[config.mk]
export PLATFORM = sky130hd
export DESIGN_NAME = lst_sync_porch_regs
export DESIGN_NICKNAME = d
export VERILOG_FILES = /design/src/hdl/lst_pkg.sv /design/src/hdl/lst_sync_porch_regs.sv /design/src/hdl/lst_chan_timing.sv /design/src/hdl/lst_axil_port.sv
export SDC_FILE = /design/constraint.sdc
export NUM_CORES = 1
export LEC_CHECK = 0
export ABC_CLOCK_PERIOD_IN_PS = 3600
export BUFFER_PORTS_ARGS = -buffer_cell sky130_fd_sc_hd__buf_2
export CORE_MARGIN = 4
export CORE_UTILIZATION = 50
export CTS_CLUSTER_DIAMETER = 60
export CTS_CLUSTER_SIZE = 16
export DETAILED_ROUTE_END_ITERATION = 10
export GPL_TIMING_DRIVEN = 0
export PLACE_DENSITY = 0.81
export RECOVER_POWER = 100
export SETUP_SLACK_MARGIN = 0.3
export SLEW_MARGIN = 40
export SYNTH_ARGS = -nofsm -noshare
export SYNTH_HDL_FRONTEND = slang
export SYNTH_HIERARCHICAL = 1
export SYNTH_SLANG_ARGS = --single-unit
[constraint.sdc]
create_clock -name sys_clk -period 3.6 [get_ports sys_clk]
set_input_delay 0.72 -clock sys_clk [delete_from_list [all_inputs] [get_ports sys_clk]]
set_output_delay 0.72 -clock sys_clk [all_outputs]
set_load 0.03 [all_outputs]
[src/hdl/lst_pkg.sv]
// constants and types shared by the sync and porch timing register block
package lst_pkg;
    localparam int ADDR_W = 12;
    localparam int DATA_W = 32;
    localparam int REG_W = 8;
    localparam int VS_W = 10;
    localparam int IDX_W = 8;
    localparam int IDX_LSB = 2;
    localparam int IDX_MSB = IDX_LSB + IDX_W - 1;
    localparam int NIB_W = 4;
    localparam int HI_USED = 2;
    localparam int MODE_W = 2;
    // register indices; byte address is four times the index
    localparam logic [IDX_W-1:0] IDX_A_VS_LO = 8'h30;
    localparam logic [IDX_W-1:0] IDX_A_VS_HI = 8'h31;
    localparam logic [IDX_W-1:0] IDX_B_VS_LO = 8'h32;
    localparam logic [IDX_W-1:0] IDX_B_VS_HI = 8'h33;
    localparam logic [IDX_W-1:0] IDX_A_HBP = 8'h34;
    localparam logic [IDX_W-1:0] IDX_B_HBP = 8'h35;
    localparam logic [IDX_W-1:0] IDX_A_VBP = 8'h36;
    localparam logic [IDX_W-1:0] IDX_B_VBP = 8'h37;
    localparam logic [IDX_W-1:0] IDX_A_HFP = 8'h38;
    localparam logic [IDX_W-1:0] IDX_B_HFP = 8'h39;
    localparam logic [IDX_W-1:0] IDX_A_VFP = 8'h3a;
    localparam logic [IDX_W-1:0] IDX_CTRL = 8'h40;
    localparam logic [IDX_W-1:0] IDX_STAT = 8'h41;
    // control and status field positions
    localparam int CTRL_MODE_LSB = 0;
    localparam int CTRL_SINGLE_BIT = 2;
    localparam int CTRL_PAT_A_BIT = 3;
    localparam int CTRL_PAT_B_BIT = 4;
    localparam int STAT_B_OWN_BIT = 0;
    localparam int STAT_B_SHARED_BIT = 1;
    localparam int STAT_PAT_A_BIT = 2;
    localparam int STAT_PAT_B_BIT = 3;
    localparam logic [MODE_W-1:0] MODE_ZERO = 2'h0;
    localparam logic [MODE_W-1:0] MODE_ONE = 2'h1;
    localparam logic [MODE_W-1:0] MODE_INDEP = 2'h2;
    localparam logic [REG_W-1:0] RST_BYTE = 8'h00;
    localparam logic [1:0] RESP_OKAY = 2'h0;
    localparam logic [1:0] RESP_SLVERR = 2'h2;
    // where channel B takes its timing from
    typedef enum logic [2:0] {
        BSRC_OFF = 3'b001,
        BSRC_SHARED = 3'b010,
        BSRC_OWN = 3'b100
    } lst_bsrc_type;
endpackage

[src/hdl/lst_sync_porch_regs.sv]
// sync width and porch registers for two video channels, axi4-lite reached
//
// Chosen here: register access over AXI4-Lite.
`timescale 1ns/1ps
module lst_sync_porch_regs
    import lst_pkg::*;
(
    input wire logic sys_clk,
    input wire logic arst_n,
    input wire logic [lst_pkg::ADDR_W-1:0] s_axi_awaddr,
    input wire logic s_axi_awvalid,
    output logic s_axi_awready,
    input wire logic [lst_pkg::DATA_W-1:0] s_axi_wdata,
    input wire logic [3:0] s_axi_wstrb,
    input wire logic s_axi_wvalid,
    output logic s_axi_wready,
    output logic [1:0] s_axi_bresp,
    output logic s_axi_bvalid,
    input wire logic s_axi_bready,
    input wire logic [lst_pkg::ADDR_W-1:0] s_axi_araddr,
    input wire logic s_axi_arvalid,
    output logic s_axi_arready,
    output logic [lst_pkg::DATA_W-1:0] s_axi_rdata,
    output logic [1:0] s_axi_rresp,
    output logic s_axi_rvalid,
    input wire logic s_axi_rready,
    output logic aActive,
    output logic aPatternOn,
    output logic [lst_pkg::VS_W-1:0] aVertSyncWidth,
    output logic [lst_pkg::REG_W-1:0] aLineBackGap,
    output logic [lst_pkg::REG_W-1:0] aFrameBackGap,
    output logic [lst_pkg::REG_W-1:0] aLineFrontGap,
    output logic [lst_pkg::REG_W-1:0] aFrameFrontGap,
    output logic bActive,
    output logic bPatternOn,
    output logic [lst_pkg::VS_W-1:0] bVertSyncWidth,
    output logic [lst_pkg::REG_W-1:0] bLineBackGap,
    output logic [lst_pkg::REG_W-1:0] bFrameBackGap,
    output logic [lst_pkg::REG_W-1:0] bLineFrontGap,
    output logic [lst_pkg::REG_W-1:0] bFrameFrontGap
);
    import lst_pkg::*;

    typedef struct packed {
        logic [REG_W-1:0] aVertSyncWidthLower;
        logic [NIB_W-1:0] aVertSyncWidthUpper;
        logic [REG_W-1:0] bVertSyncWidthLower;
        logic [NIB_W-1:0] bVertSyncWidthUpper;
        logic [REG_W-1:0] aLineBack;
        logic [REG_W-1:0] bLineBack;
        logic [REG_W-1:0] aFrameBack;
        logic [REG_W-1:0] bFrameBack;
        logic [REG_W-1:0] aLineFront;
        logic [REG_W-1:0] bLineFront;
        logic [REG_W-1:0] aFrameFront;
        logic [MODE_W-1:0] chanMode;
        logic singleLink;
        logic aPatternGenEnable;
        logic bPatternGenEnable;
    } lst_regs_type;

    lst_regs_type cur_reg;
    lst_regs_type cur_next;
    lst_bsrc_type bSrc;
    logic wrEn;
    logic [IDX_W-1:0] wrIdx;
    logic [REG_W-1:0] wrData;
    logic wrOk;
    logic rdEn;
    logic [IDX_W-1:0] rdIdx;
    logic [REG_W-1:0] rdData;
    logic rdOk;
    logic [VS_W-1:0] aVs;
    logic [VS_W-1:0] bVsOwn;
    logic bOn;
    logic [VS_W-1:0] bVsSel;
    logic [REG_W-1:0] bHbpSel;
    logic [REG_W-1:0] bVbpSel;
    logic [REG_W-1:0] bHfpSel;

    // bus front end; every answer it gives is registered
    lst_axil_port u_port (
        .sys_clk(sys_clk),
        .arst_n(arst_n),
        .s_axi_awaddr(s_axi_awaddr),
        .s_axi_awvalid(s_axi_awvalid),
        .s_axi_awready(s_axi_awready),
        .s_axi_wdata(s_axi_wdata),
        .s_axi_wstrb(s_axi_wstrb),
        .s_axi_wvalid(s_axi_wvalid),
        .s_axi_wready(s_axi_wready),
        .s_axi_bresp(s_axi_bresp),
        .s_axi_bvalid(s_axi_bvalid),
        .s_axi_bready(s_axi_bready),
        .s_axi_araddr(s_axi_araddr),
        .s_axi_arvalid(s_axi_arvalid),
        .s_axi_arready(s_axi_arready),
        .s_axi_rdata(s_axi_rdata),
        .s_axi_rresp(s_axi_rresp),
        .s_axi_rvalid(s_axi_rvalid),
        .s_axi_rready(s_axi_rready),
        .wrEn(wrEn),
        .wrIdx(wrIdx),
        .wrData(wrData),
        .wrOk(wrOk),
        .rdEn(rdEn),
        .rdIdx(rdIdx),
        .rdData(rdData),
        .rdOk(rdOk)
    );

    // the lower two of the four stored bits extend the low byte to 10 bits
    assign aVs = {cur_reg.aVertSyncWidthUpper[HI_USED-1:0], cur_reg.aVertSyncWidthLower};
    assign bVsOwn = {cur_reg.bVertSyncWidthUpper[HI_USED-1:0], cur_reg.bVertSyncWidthLower};

    // channel B source: own set only in independent mode, else a copy of A
    // in dual link with mode 00/01; single link or mode 11 leaves B idle
    always_comb
    begin
        if (cur_reg.chanMode == MODE_INDEP)
            bSrc = BSRC_OWN;
        else if (!cur_reg.singleLink &&
                 (cur_reg.chanMode == MODE_ZERO || cur_reg.chanMode == MODE_ONE))
            bSrc = BSRC_SHARED;
        else
            bSrc = BSRC_OFF;
    end

    // B picks its set; A's frame front gap serves B in both cases
    always_comb
    begin
        bOn = 1'b1;
        bVsSel = aVs;
        bHbpSel = cur_reg.aLineBack;
        bVbpSel = cur_reg.aFrameBack;
        bHfpSel = cur_reg.aLineFront;
        unique case (bSrc)
            BSRC_OWN:
            begin
                bVsSel = bVsOwn;
                bHbpSel = cur_reg.bLineBack;
                bVbpSel = cur_reg.bFrameBack;
                bHfpSel = cur_reg.bLineFront;
            end
            BSRC_SHARED:
                bOn = 1'b1;
            BSRC_OFF:
                bOn = 1'b0;
        endcase
    end

    // channel A always runs; its test-only porches wait for its enable
    lst_chan_timing u_chan_a (
        .sys_clk(sys_clk),
        .arst_n(arst_n),
        .chanOn(1'b1),
        .patEn(cur_reg.aPatternGenEnable),
        .vsWidth(aVs),
        .lineBack(cur_reg.aLineBack),
        .frameBack(cur_reg.aFrameBack),
        .lineFront(cur_reg.aLineFront),
        .frameFront(cur_reg.aFrameFront),
        .active(aActive),
        .patternOn(aPatternOn),
        .vertSyncWidth(aVertSyncWidth),
        .lineBackGap(aLineBackGap),
        .frameBackGap(aFrameBackGap),
        .lineFrontGap(aLineFrontGap),
        .frameFrontGap(aFrameFrontGap)
    );

    // a shared B follows A's enable, an independent B its own
    lst_chan_timing u_chan_b (
        .sys_clk(sys_clk),
        .arst_n(arst_n),
        .chanOn(bOn),
        .patEn(bSrc == BSRC_OWN ? cur_reg.bPatternGenEnable
                                : cur_reg.aPatternGenEnable),
        .vsWidth(bVsSel),
        .lineBack(bHbpSel),
        .frameBack(bVbpSel),
        .lineFront(bHfpSel),
        .frameFront(cur_reg.aFrameFront),
        .active(bActive),
        .patternOn(bPatternOn),
        .vertSyncWidth(bVertSyncWidth),
        .lineBackGap(bLineBackGap),
        .frameBackGap(bFrameBackGap),
        .lineFrontGap(bLineFrontGap),
        .frameFrontGap(bFrameFrontGap)
    );

    // mapped indices; the status word accepts writes and drops them
    assign wrOk = (wrIdx >= IDX_A_VS_LO && wrIdx <= IDX_A_VFP) ||
                  wrIdx == IDX_CTRL || wrIdx == IDX_STAT;

    // register writes; byte lane 0 carries every field
    always_comb
    begin
        cur_next = cur_reg;
        if (wrEn)
        begin
            case (wrIdx)
                IDX_A_VS_LO: cur_next.aVertSyncWidthLower = wrData;
                IDX_A_VS_HI: cur_next.aVertSyncWidthUpper = wrData[NIB_W-1:0];
                IDX_B_VS_LO: cur_next.bVertSyncWidthLower = wrData;
                IDX_B_VS_HI: cur_next.bVertSyncWidthUpper = wrData[NIB_W-1:0];
                IDX_A_HBP: cur_next.aLineBack = wrData;
                IDX_B_HBP: cur_next.bLineBack = wrData;
                IDX_A_VBP: cur_next.aFrameBack = wrData;
                IDX_B_VBP: cur_next.bFrameBack = wrData;
                IDX_A_HFP: cur_next.aLineFront = wrData;
                IDX_B_HFP: cur_next.bLineFront = wrData;
                IDX_A_VFP: cur_next.aFrameFront = wrData;
                IDX_CTRL:
                begin
                    cur_next.chanMode = wrData[CTRL_MODE_LSB+:MODE_W];
                    cur_next.singleLink = wrData[CTRL_SINGLE_BIT];
                    cur_next.aPatternGenEnable = wrData[CTRL_PAT_A_BIT];
                    cur_next.bPatternGenEnable = wrData[CTRL_PAT_B_BIT];
                end
                default: cur_next = cur_reg;
            endcase
        end
    end

    // read mux; reserved bits return zero
    always_comb
    begin
        rdData = RST_BYTE;
        rdOk = 1'b1;
        case (rdIdx)
            IDX_A_VS_LO: rdData = cur_reg.aVertSyncWidthLower;
            IDX_A_VS_HI: rdData[NIB_W-1:0] = cur_reg.aVertSyncWidthUpper;
            IDX_B_VS_LO: rdData = cur_reg.bVertSyncWidthLower;
            IDX_B_VS_HI: rdData[NIB_W-1:0] = cur_reg.bVertSyncWidthUpper;
            IDX_A_HBP: rdData = cur_reg.aLineBack;
            IDX_B_HBP: rdData = cur_reg.bLineBack;
            IDX_A_VBP: rdData = cur_reg.aFrameBack;
            IDX_B_VBP: rdData = cur_reg.bFrameBack;
            IDX_A_HFP: rdData = cur_reg.aLineFront;
            IDX_B_HFP: rdData = cur_reg.bLineFront;
            IDX_A_VFP: rdData = cur_reg.aFrameFront;
            IDX_CTRL:
            begin
                rdData[CTRL_MODE_LSB+:MODE_W] = cur_reg.chanMode;
                rdData[CTRL_SINGLE_BIT] = cur_reg.singleLink;
                rdData[CTRL_PAT_A_BIT] = cur_reg.aPatternGenEnable;
                rdData[CTRL_PAT_B_BIT] = cur_reg.bPatternGenEnable;
            end
            IDX_STAT:
            begin
                rdData[STAT_B_OWN_BIT] = bActive & (bSrc == BSRC_OWN);
                rdData[STAT_B_SHARED_BIT] = bActive & (bSrc == BSRC_SHARED);
                rdData[STAT_PAT_A_BIT] = aPatternOn;
                rdData[STAT_PAT_B_BIT] = bPatternOn;
            end
            default: rdOk = 1'b0;
        endcase
    end

    always_ff @(posedge sys_clk or negedge arst_n)
    begin
        if (!arst_n)
            cur_reg <= '0;
        else
            cur_reg <= cur_next;
    end
endmodule

[src/hdl/lst_chan_timing.sv]
// one channel's applied timing values, with test-pattern-only fields gated
`timescale 1ns/1ps
module lst_chan_timing
    import lst_pkg::*;
(
    input wire logic sys_clk,
    input wire logic arst_n,
    input wire logic chanOn,
    input wire logic patEn,
    input wire logic [VS_W-1:0] vsWidth,
    input wire logic [REG_W-1:0] lineBack,
    input wire logic [REG_W-1:0] frameBack,
    input wire logic [REG_W-1:0] lineFront,
    input wire logic [REG_W-1:0] frameFront,
    output logic active,
    output logic patternOn,
    output logic [VS_W-1:0] vertSyncWidth,
    output logic [REG_W-1:0] lineBackGap,
    output logic [REG_W-1:0] frameBackGap,
    output logic [REG_W-1:0] lineFrontGap,
    output logic [REG_W-1:0] frameFrontGap
);
    typedef struct packed {
        logic act;
        logic pat;
        logic [VS_W-1:0] vs;
        logic [REG_W-1:0] hbp;
        logic [REG_W-1:0] vbp;
        logic [REG_W-1:0] hfp;
        logic [REG_W-1:0] vfp;
    } lst_chan_type;
    lst_chan_type cur_reg;
    lst_chan_type cur_next;

    // porches that only the pattern generator uses read zero otherwise,
    // so the video path can never pick up a stale test value
    always_comb
    begin
        cur_next = '0;
        cur_next.act = chanOn;
        cur_next.pat = chanOn & patEn;
        if (chanOn)
        begin
            cur_next.vs = vsWidth;
            cur_next.hbp = lineBack;
        end
        if (chanOn && patEn)
        begin
            cur_next.vbp = frameBack;
            cur_next.hfp = lineFront;
            cur_next.vfp = frameFront;
        end
    end

    always_ff @(posedge sys_clk or negedge arst_n)
    begin
        if (!arst_n)
            cur_reg <= '0;
        else
            cur_reg <= cur_next;
    end

    assign active = cur_reg.act;
    assign patternOn = cur_reg.pat;
    assign vertSyncWidth = cur_reg.vs;
    assign lineBackGap = cur_reg.hbp;
    assign frameBackGap = cur_reg.vbp;
    assign lineFrontGap = cur_reg.hfp;
    assign frameFrontGap = cur_reg.vfp;
endmodule

[src/hdl/lst_axil_port.sv]
// axi4-lite slave front end: handshakes, index decode, registered answers
`timescale 1ns/1ps
module lst_axil_port
    import lst_pkg::*;
(
    input wire logic sys_clk,
    input wire logic arst_n,
    input wire logic [ADDR_W-1:0] s_axi_awaddr,
    input wire logic s_axi_awvalid,
    output logic s_axi_awready,
    input wire logic [DATA_W-1:0] s_axi_wdata,
    input wire logic [3:0] s_axi_wstrb,
    input wire logic s_axi_wvalid,
    output logic s_axi_wready,
    output logic [1:0] s_axi_bresp,
    output logic s_axi_bvalid,
    input wire logic s_axi_bready,
    input wire logic [ADDR_W-1:0] s_axi_araddr,
    input wire logic s_axi_arvalid,
    output logic s_axi_arready,
    output logic [DATA_W-1:0] s_axi_rdata,
    output logic [1:0] s_axi_rresp,
    output logic s_axi_rvalid,
    input wire logic s_axi_rready,
    output logic wrEn,
    output logic [IDX_W-1:0] wrIdx,
    output logic [REG_W-1:0] wrData,
    input wire logic wrOk,
    output logic rdEn,
    output logic [IDX_W-1:0] rdIdx,
    input wire logic [REG_W-1:0] rdData,
    input wire logic rdOk
);
    typedef struct packed {
        logic awRdy;
        logic wRdy;
        logic awHeld;
        logic wHeld;
        logic [ADDR_W-1:0] awAddr;
        logic [REG_W-1:0] wData;
        logic wLane0;
        logic bValid;
        logic [1:0] bResp;
        logic arRdy;
        logic rValid;
        logic [1:0] rResp;
        logic [REG_W-1:0] rData;
    } lst_port_type;
    lst_port_type cur_reg;
    lst_port_type cur_next;
    logic [ADDR_W-1:0] wAddr;

    // misaligned or out-of-window addresses decode to no register
    function automatic logic addrBad(input logic [ADDR_W-1:0] a);
        addrBad = (a[IDX_LSB-1:0] != '0) || (a[ADDR_W-1:IDX_MSB+1] != '0);
    endfunction

    // a write fires once both halves are held; bresp waits on bready
    always_comb
    begin
        cur_next = cur_reg;
        wrEn = 1'b0;
        rdEn = 1'b0;
        if (s_axi_awvalid && cur_reg.awRdy)
        begin
            cur_next.awHeld = 1'b1;
            cur_next.awAddr = s_axi_awaddr;
        end
        if (s_axi_wvalid && cur_reg.wRdy)
        begin
            cur_next.wHeld = 1'b1;
            cur_next.wData = s_axi_wdata[REG_W-1:0];
            cur_next.wLane0 = s_axi_wstrb[0];
        end
        wAddr = cur_next.awAddr;
        if (cur_next.awHeld && cur_next.wHeld && !cur_reg.bValid)
        begin
            wrEn = cur_next.wLane0 & ~addrBad(wAddr);
            cur_next.awHeld = 1'b0;
            cur_next.wHeld = 1'b0;
            cur_next.bValid = 1'b1;
            cur_next.bResp = (!addrBad(wAddr) && wrOk) ? RESP_OKAY : RESP_SLVERR;
        end
        else if (cur_reg.bValid && s_axi_bready)
            cur_next.bValid = 1'b0;
        cur_next.awRdy = ~cur_next.awHeld & ~cur_next.bValid;
        cur_next.wRdy = ~cur_next.wHeld & ~cur_next.bValid;
        // one read at a time; data is sampled at the address edge
        if (s_axi_arvalid && cur_reg.arRdy)
        begin
            rdEn = 1'b1;
            cur_next.arRdy = 1'b0;
            cur_next.rValid = 1'b1;
            cur_next.rData = addrBad(s_axi_araddr) ? RST_BYTE : rdData;
            cur_next.rResp = (!addrBad(s_axi_araddr) && rdOk) ? RESP_OKAY : RESP_SLVERR;
        end
        else if (cur_reg.rValid && s_axi_rready)
        begin
            cur_next.rValid = 1'b0;
            cur_next.arRdy = 1'b1;
        end
    end

    always_ff @(posedge sys_clk or negedge arst_n)
    begin
        if (!arst_n)
        begin
            cur_reg <= '0;
            cur_reg.awRdy <= 1'b1;
            cur_reg.wRdy <= 1'b1;
            cur_reg.arRdy <= 1'b1;
        end
        else
            cur_reg <= cur_next;
    end

    assign wrIdx = wAddr[IDX_MSB:IDX_LSB];
    assign wrData = cur_next.wData;
    assign rdIdx = s_axi_araddr[IDX_MSB:IDX_LSB];
    assign s_axi_awready = cur_reg.awRdy;
    assign s_axi_wready = cur_reg.wRdy;
    assign s_axi_bvalid = cur_reg.bValid;
    assign s_axi_bresp = cur_reg.bResp;
    assign s_axi_arready = cur_reg.arRdy;
    assign s_axi_rvalid = cur_reg.rValid;
    assign s_axi_rresp = cur_reg.rResp;
    assign s_axi_rdata = {{(DATA_W-REG_W){1'b0}}, cur_reg.rData};
endmodule

---- Word-level counts from Yosys, hierarchy flattened ----
Cells that the tools add are included.
cells by class
  add/subtract/negate cells ............... 0
  $mul .................................... 0
  div/mod/pow operators ................... 0
  magnitude comparators ................... 2
  equality and inequality tests ........... 31
  shift operators ......................... 0
  multiplexer cells ....................... 28
  bitwise operators ....................... 10
  reduce and logical (&&, ||, !) cells .... 40
operators with widths
  cell                number
  $eq 8x6->1 const B  22
  $pmux 4 s13         1
  $mux 24             2
  $eq 8x7->1 const B  4
  $mux 8              4
  $pmux 3 s9          1
  $reduce_and 2->1    12
  $mux 18             1
  $reduce_or 13->1    1
  $logic_and 1x1->1   12
  $mux 12             1
  $mux 2              6
  $mux 10             1
  $pmux 1 s10         1
  $reduce_bool 2->1   5
  $mux 9              1
  $ge 8x6->1 const B  1
  $le 8x6->1 const B  1
  $mux 1              8
  $and 1x1->1         6
  $logic_or 1x1->1    5
  $logic_not 1->1     4
  $not 1->1           4
  $eq 3x1->1 const B  1
  other kinds (6)     6
storage, ports and cells
  register bits ........................... 213
  latch bits .............................. 0
  bits in writable memories ............... 0
  ROM bits ................................ 0
  input bits .............................. 67
  output and inout bits ................... 129
  logic and storage cells ................. 153
  memories kept ........................... 0

---- Logic depth before layout (Yosys ltp) ----
  depth in word-level cells ............... 9
  gate-level depth with buffers ........... 10
  depth with buffers taken out ............ 7

---- Hierarchy ----
Netlist, hierarchy kept.
modules (own cells, without submodules)
  module               times used  cells an instance  area each (µm²)  seq. area each (µm²)
  lst_sync_porch_regs  1           383                4722.0           2127.0
  lst_chan_timing      2           93                 1428.9           1101.1
  lst_axil_port        1           157                1918.1           954.7

---- Worst setup path before layout ----
No wires, ideal clock.
  path kind ............................... in2reg
  start ................................... input port s_axi_awvalid
  end ..................................... register, netlist name cur_reg[27]
  setup time .............................. 0.128 ns
  data arrival time ....................... 2.705 ns
  data required time ...................... 3.472 ns
  setup slack ............................. 0.767 ns
  stages .................................. 9
  path buffers ............................ 2
  path through ............................ nand2_1 -> buf_2 -> mux2_2 -> buf_4 -> and4bb_1 -> nand2_4 -> nor3b_4 -> nand2_2 -> mux2_1
RTL lines
  element             line                       source
  start: declaration  lst_sync_porch_regs.sv:11  input wire logic s_axi_awvalid,

==> flow_summary.json <==
{
  "status": "finished, violations left",
  "violations": "capacitance limit, slew limit",
  "yosys-top-cells-area": "dfrtp_1 (55%), mux2_2 (18%), buf_4 (4.7%), and2_1 (2.6%), and3_2 (2.1%)",
  "insertedDiodeCount": 0,
  "grt_max_degree": 80,
  "wirelength_mm": 23.65,
  "largest_reg_flops": 65,
  "syn-cell-area_sq_mm": 0.009498,
  "start_kind": "register",
  "max-cap-violations": 1,
  "port_buffers": 134,
  "coreArea_sq_mm": 0.01871,
  "cts_sinks": 211,
  "dp_slack_ns": 0.3325,
  "cp_common_cell": "mux2_1",
  "setup-violations-final": 0,
  "yosysWarnings": 6,
  "path_depth": 9,
  "synth_top_area_cell": "dfrtp_1",
  "cts_buffers": 17,
  "cts_root_buf": "clkbuf_16",
  "min-delay-path-class": "in2reg",
  "path_max_fanout": 10,
  "io_pins": 196,
  "grt.total_usage_pct": 21.99,
  "grt_pass1_wl_mm": 37.16,
  "multiInputGateArea_sq_mm": 0.003646,
  "timing.final.crit_share_pct": 84.69,
  "crit_family": "simple AND/OR/NAND/NOR gates",
  "reg2reg_to": "cur_reg[27]",
  "synth_commonest_cells": "dfrtp_1 (208), mux2_2 (148), buf_4 (60)",
  "period_needed_ns": 3.049,
  "rows": 50,
  "slowest_stage": "clkbuf_1",
  "place.gp.congestion": 0.9752,
  "arrival_ns": 3.39,
  "synth_top_area_share_pct": 54.80,
  "ys_seq_area_share_pct": 55.63,
  "synthFlopType": "dfrtp_1",
  "start_util_pct": 50.78,
  "reg2reg_from": "u_port/s_axi_awready",
  "cts_resized": 0,
  "worstMarginPinSlew_ns": 1.584,
  "fin_setup_tns_ns": 0,
  "wl_per_cell_microns": 20.51,
  "antenna_found_initial": 0,
  "grt_overflow_total": 0,
  "drc_errors": 0,
  "end_kind": "register",
  "crit_type": "reg2reg",
  "firstDrtPassIters": 5,
  "route.detailed.vias_per_inst": 5.490,
  "async_flop_share_pct": 100.0,
  "first_iter_violations": 424,
  "reg2regPathDepth": 9,
  "cp-endpoint": "cur_reg[27]",
  "synth-edff-count": 0,
  "r2r_slack_ns": 0.55,
  "peakVddDrop_v": 0.0004148,
  "cts.hold.buffers_added": 0,
  "ant_nets": 0,
  "dieArea_sq_mm": 0.02126,
  "grt_pass1_vias": 6598,
  "cts_tree": "yes",
  "ys_ff_latch": 211,
  "setup_ws_ns": 0.5511,
  "syn_to_final_growth_pct": 15.16,
  "hpwl_mm": 16.90,
  "finClkSkew_ns": 0.01483,
  "cts.reportedPaths.clkPinSlew_ns": 0.07,
  "cellLeakagePower_nw": 5.491,
  "syn_inst": 726,
  "critPathMaxStageDelay_ns": 0.49,
  "h-tree-depth": 1,
  "p_per_area_mw_per_mm2": 497.4,
  "final-hold-violation-count": 0,
  "slew-limit-headroom_pct": -5.569,
  "cp_cell_sequence": "nand2_1 -> clkbuf_1 -> mux2_1 -> clkbuf_4 -> and4bb_1 -> nand2_4 -> nor3b_4 -> nand2_2 -> mux2_1",
  "synth_most_common_cell": "dfrtp_1",
  "cp.required_ns": 3.94,
  "post-cts-setup-buffers": 0,
  "syn_avg_cell_area_sq_um": 13.08,
  "worst-path-buf-inv": 2,
  "max_clock_freq_mhz": 328.0,
  "critPathLaunch": "u_port/s_axi_awready",
  "vias": 6330,
  "nFillCells": 1564,
  "clock_latency_ns": 0.48,
  "die_x_microns": 145.8,
  "layout.nets": 980,
  "rsz0062_at_grt": "no",
  "regArea_sq_mm": 0.005284,
  "ys_types": 62,
  "dieHeight_microns": 145.8,
  "ctsLongestPathBuffers": 3,
  "drv_slew": 62,
  "drive_gt1_share_pct": 33.95
}
[logic make-up after synthesis]
logic type | Yosys count | share of synthesized area (%)
compound gates | 74 | 5.797
flops | 211 | 55.63
mux | 159 | 18.85
other cells | 2 | 0.07907
buf+inv | 101 | 7.087
simple gates | 179 | 12.55
[worst register-to-register path, delay by kind of cell (launching register included)]
family,cells,cell delay [ns]
buffers and inverters,2,0.63
multiplexers,2,0.79
AND/OR/NAND/NOR,5,1.11
flip-flops,1,0.39
[through the flow]
stage	util [%]	power (mW)	area, sq um	hold WS, ns	std cells
finish	58.47	5.440	10940	0.4039	1153
global route	58.47	5.684	10940	0.4104	1153
CTS	59.61	5.525	11150	0.1929	1153
detailed placement	56.92	3.751	10650	0.4826	1128
global placement	56.57	3.707	10580	0.4728	1126
floorplan	-	3.426	9618	0.4244	758
[final cells by class]
class	instances	area share, %
multi-input cells	446	33.33
repair buffers	136	5.456
plain buffers	95	5.422
clock buffers	23	4.278
flip-flops and latches	211	48.31
inverters	6	0.2059
clock inverters	2	0.3203
well taps	234	2.677
[cells in the final DEF, fill, tap and decap left out, types with 16 or more instances in the layout]
master / Yosys / final
clkbuf_1: 9 / 131
conb_1: 2 / 34
and2_0: 0 / 28
and3_1: 25 / 25
mux2_2: 148 / 133
and3_2: 26 / 26
nand2_1: 16 / 18
dfrtp_1: 208 / 208
nor2b_1: 17 / 17
buf_2: 17 / 41
mux2_1: 1 / 16
buf_4: 60 / 56
clkbuf_16: 0 / 17
o21ai_0: 16 / 17
[where the power goes]
part / total [mW] / internal (mW) / switching, mW
sequential: 2.62 / 2.54 / 0.0742
combinational: 1.04 / 0.387 / 0.654
clock: 1.78 / 0.976 / 0.804
total: 5.44 / 3.91 / 1.53
[worst min path at each step]
stage / from / endpoint / slack (ns) / cells after the start
floorplan: arst_n / aVs[0] / 0.42 / 0
global route: s_axi_arvalid / u_port/s_axi_arready / 0.41 / 2
detailed placement: u_port/s_axi_arready / u_port/s_axi_arready / 0.48 / 1
CTS: arst_n / u_chan_a/active / 0.19 / 1
finish: s_axi_arvalid / u_port/s_axi_arready / 0.40 / 2
global placement: u_port/cur_reg[15] / u_port/cur_reg[15] / 0.47 / 1
[metal layers]
metal / part of all wire (%) / vias to the layer above / GRT usage, % / wire [microns]
met5: 0 / - / 0 / 0
met4: 2.4 / 0 / 5.603 / 571
met3: 7.6 / 46 / 4.298 / 1789
met2: 49 / 240 / 37.15 / 11490
met1: 41 / 3190 / 29.42 / 9793
li1: - / 2854 / - / -
No activity file was read; power rests on OpenSTA's default activity.
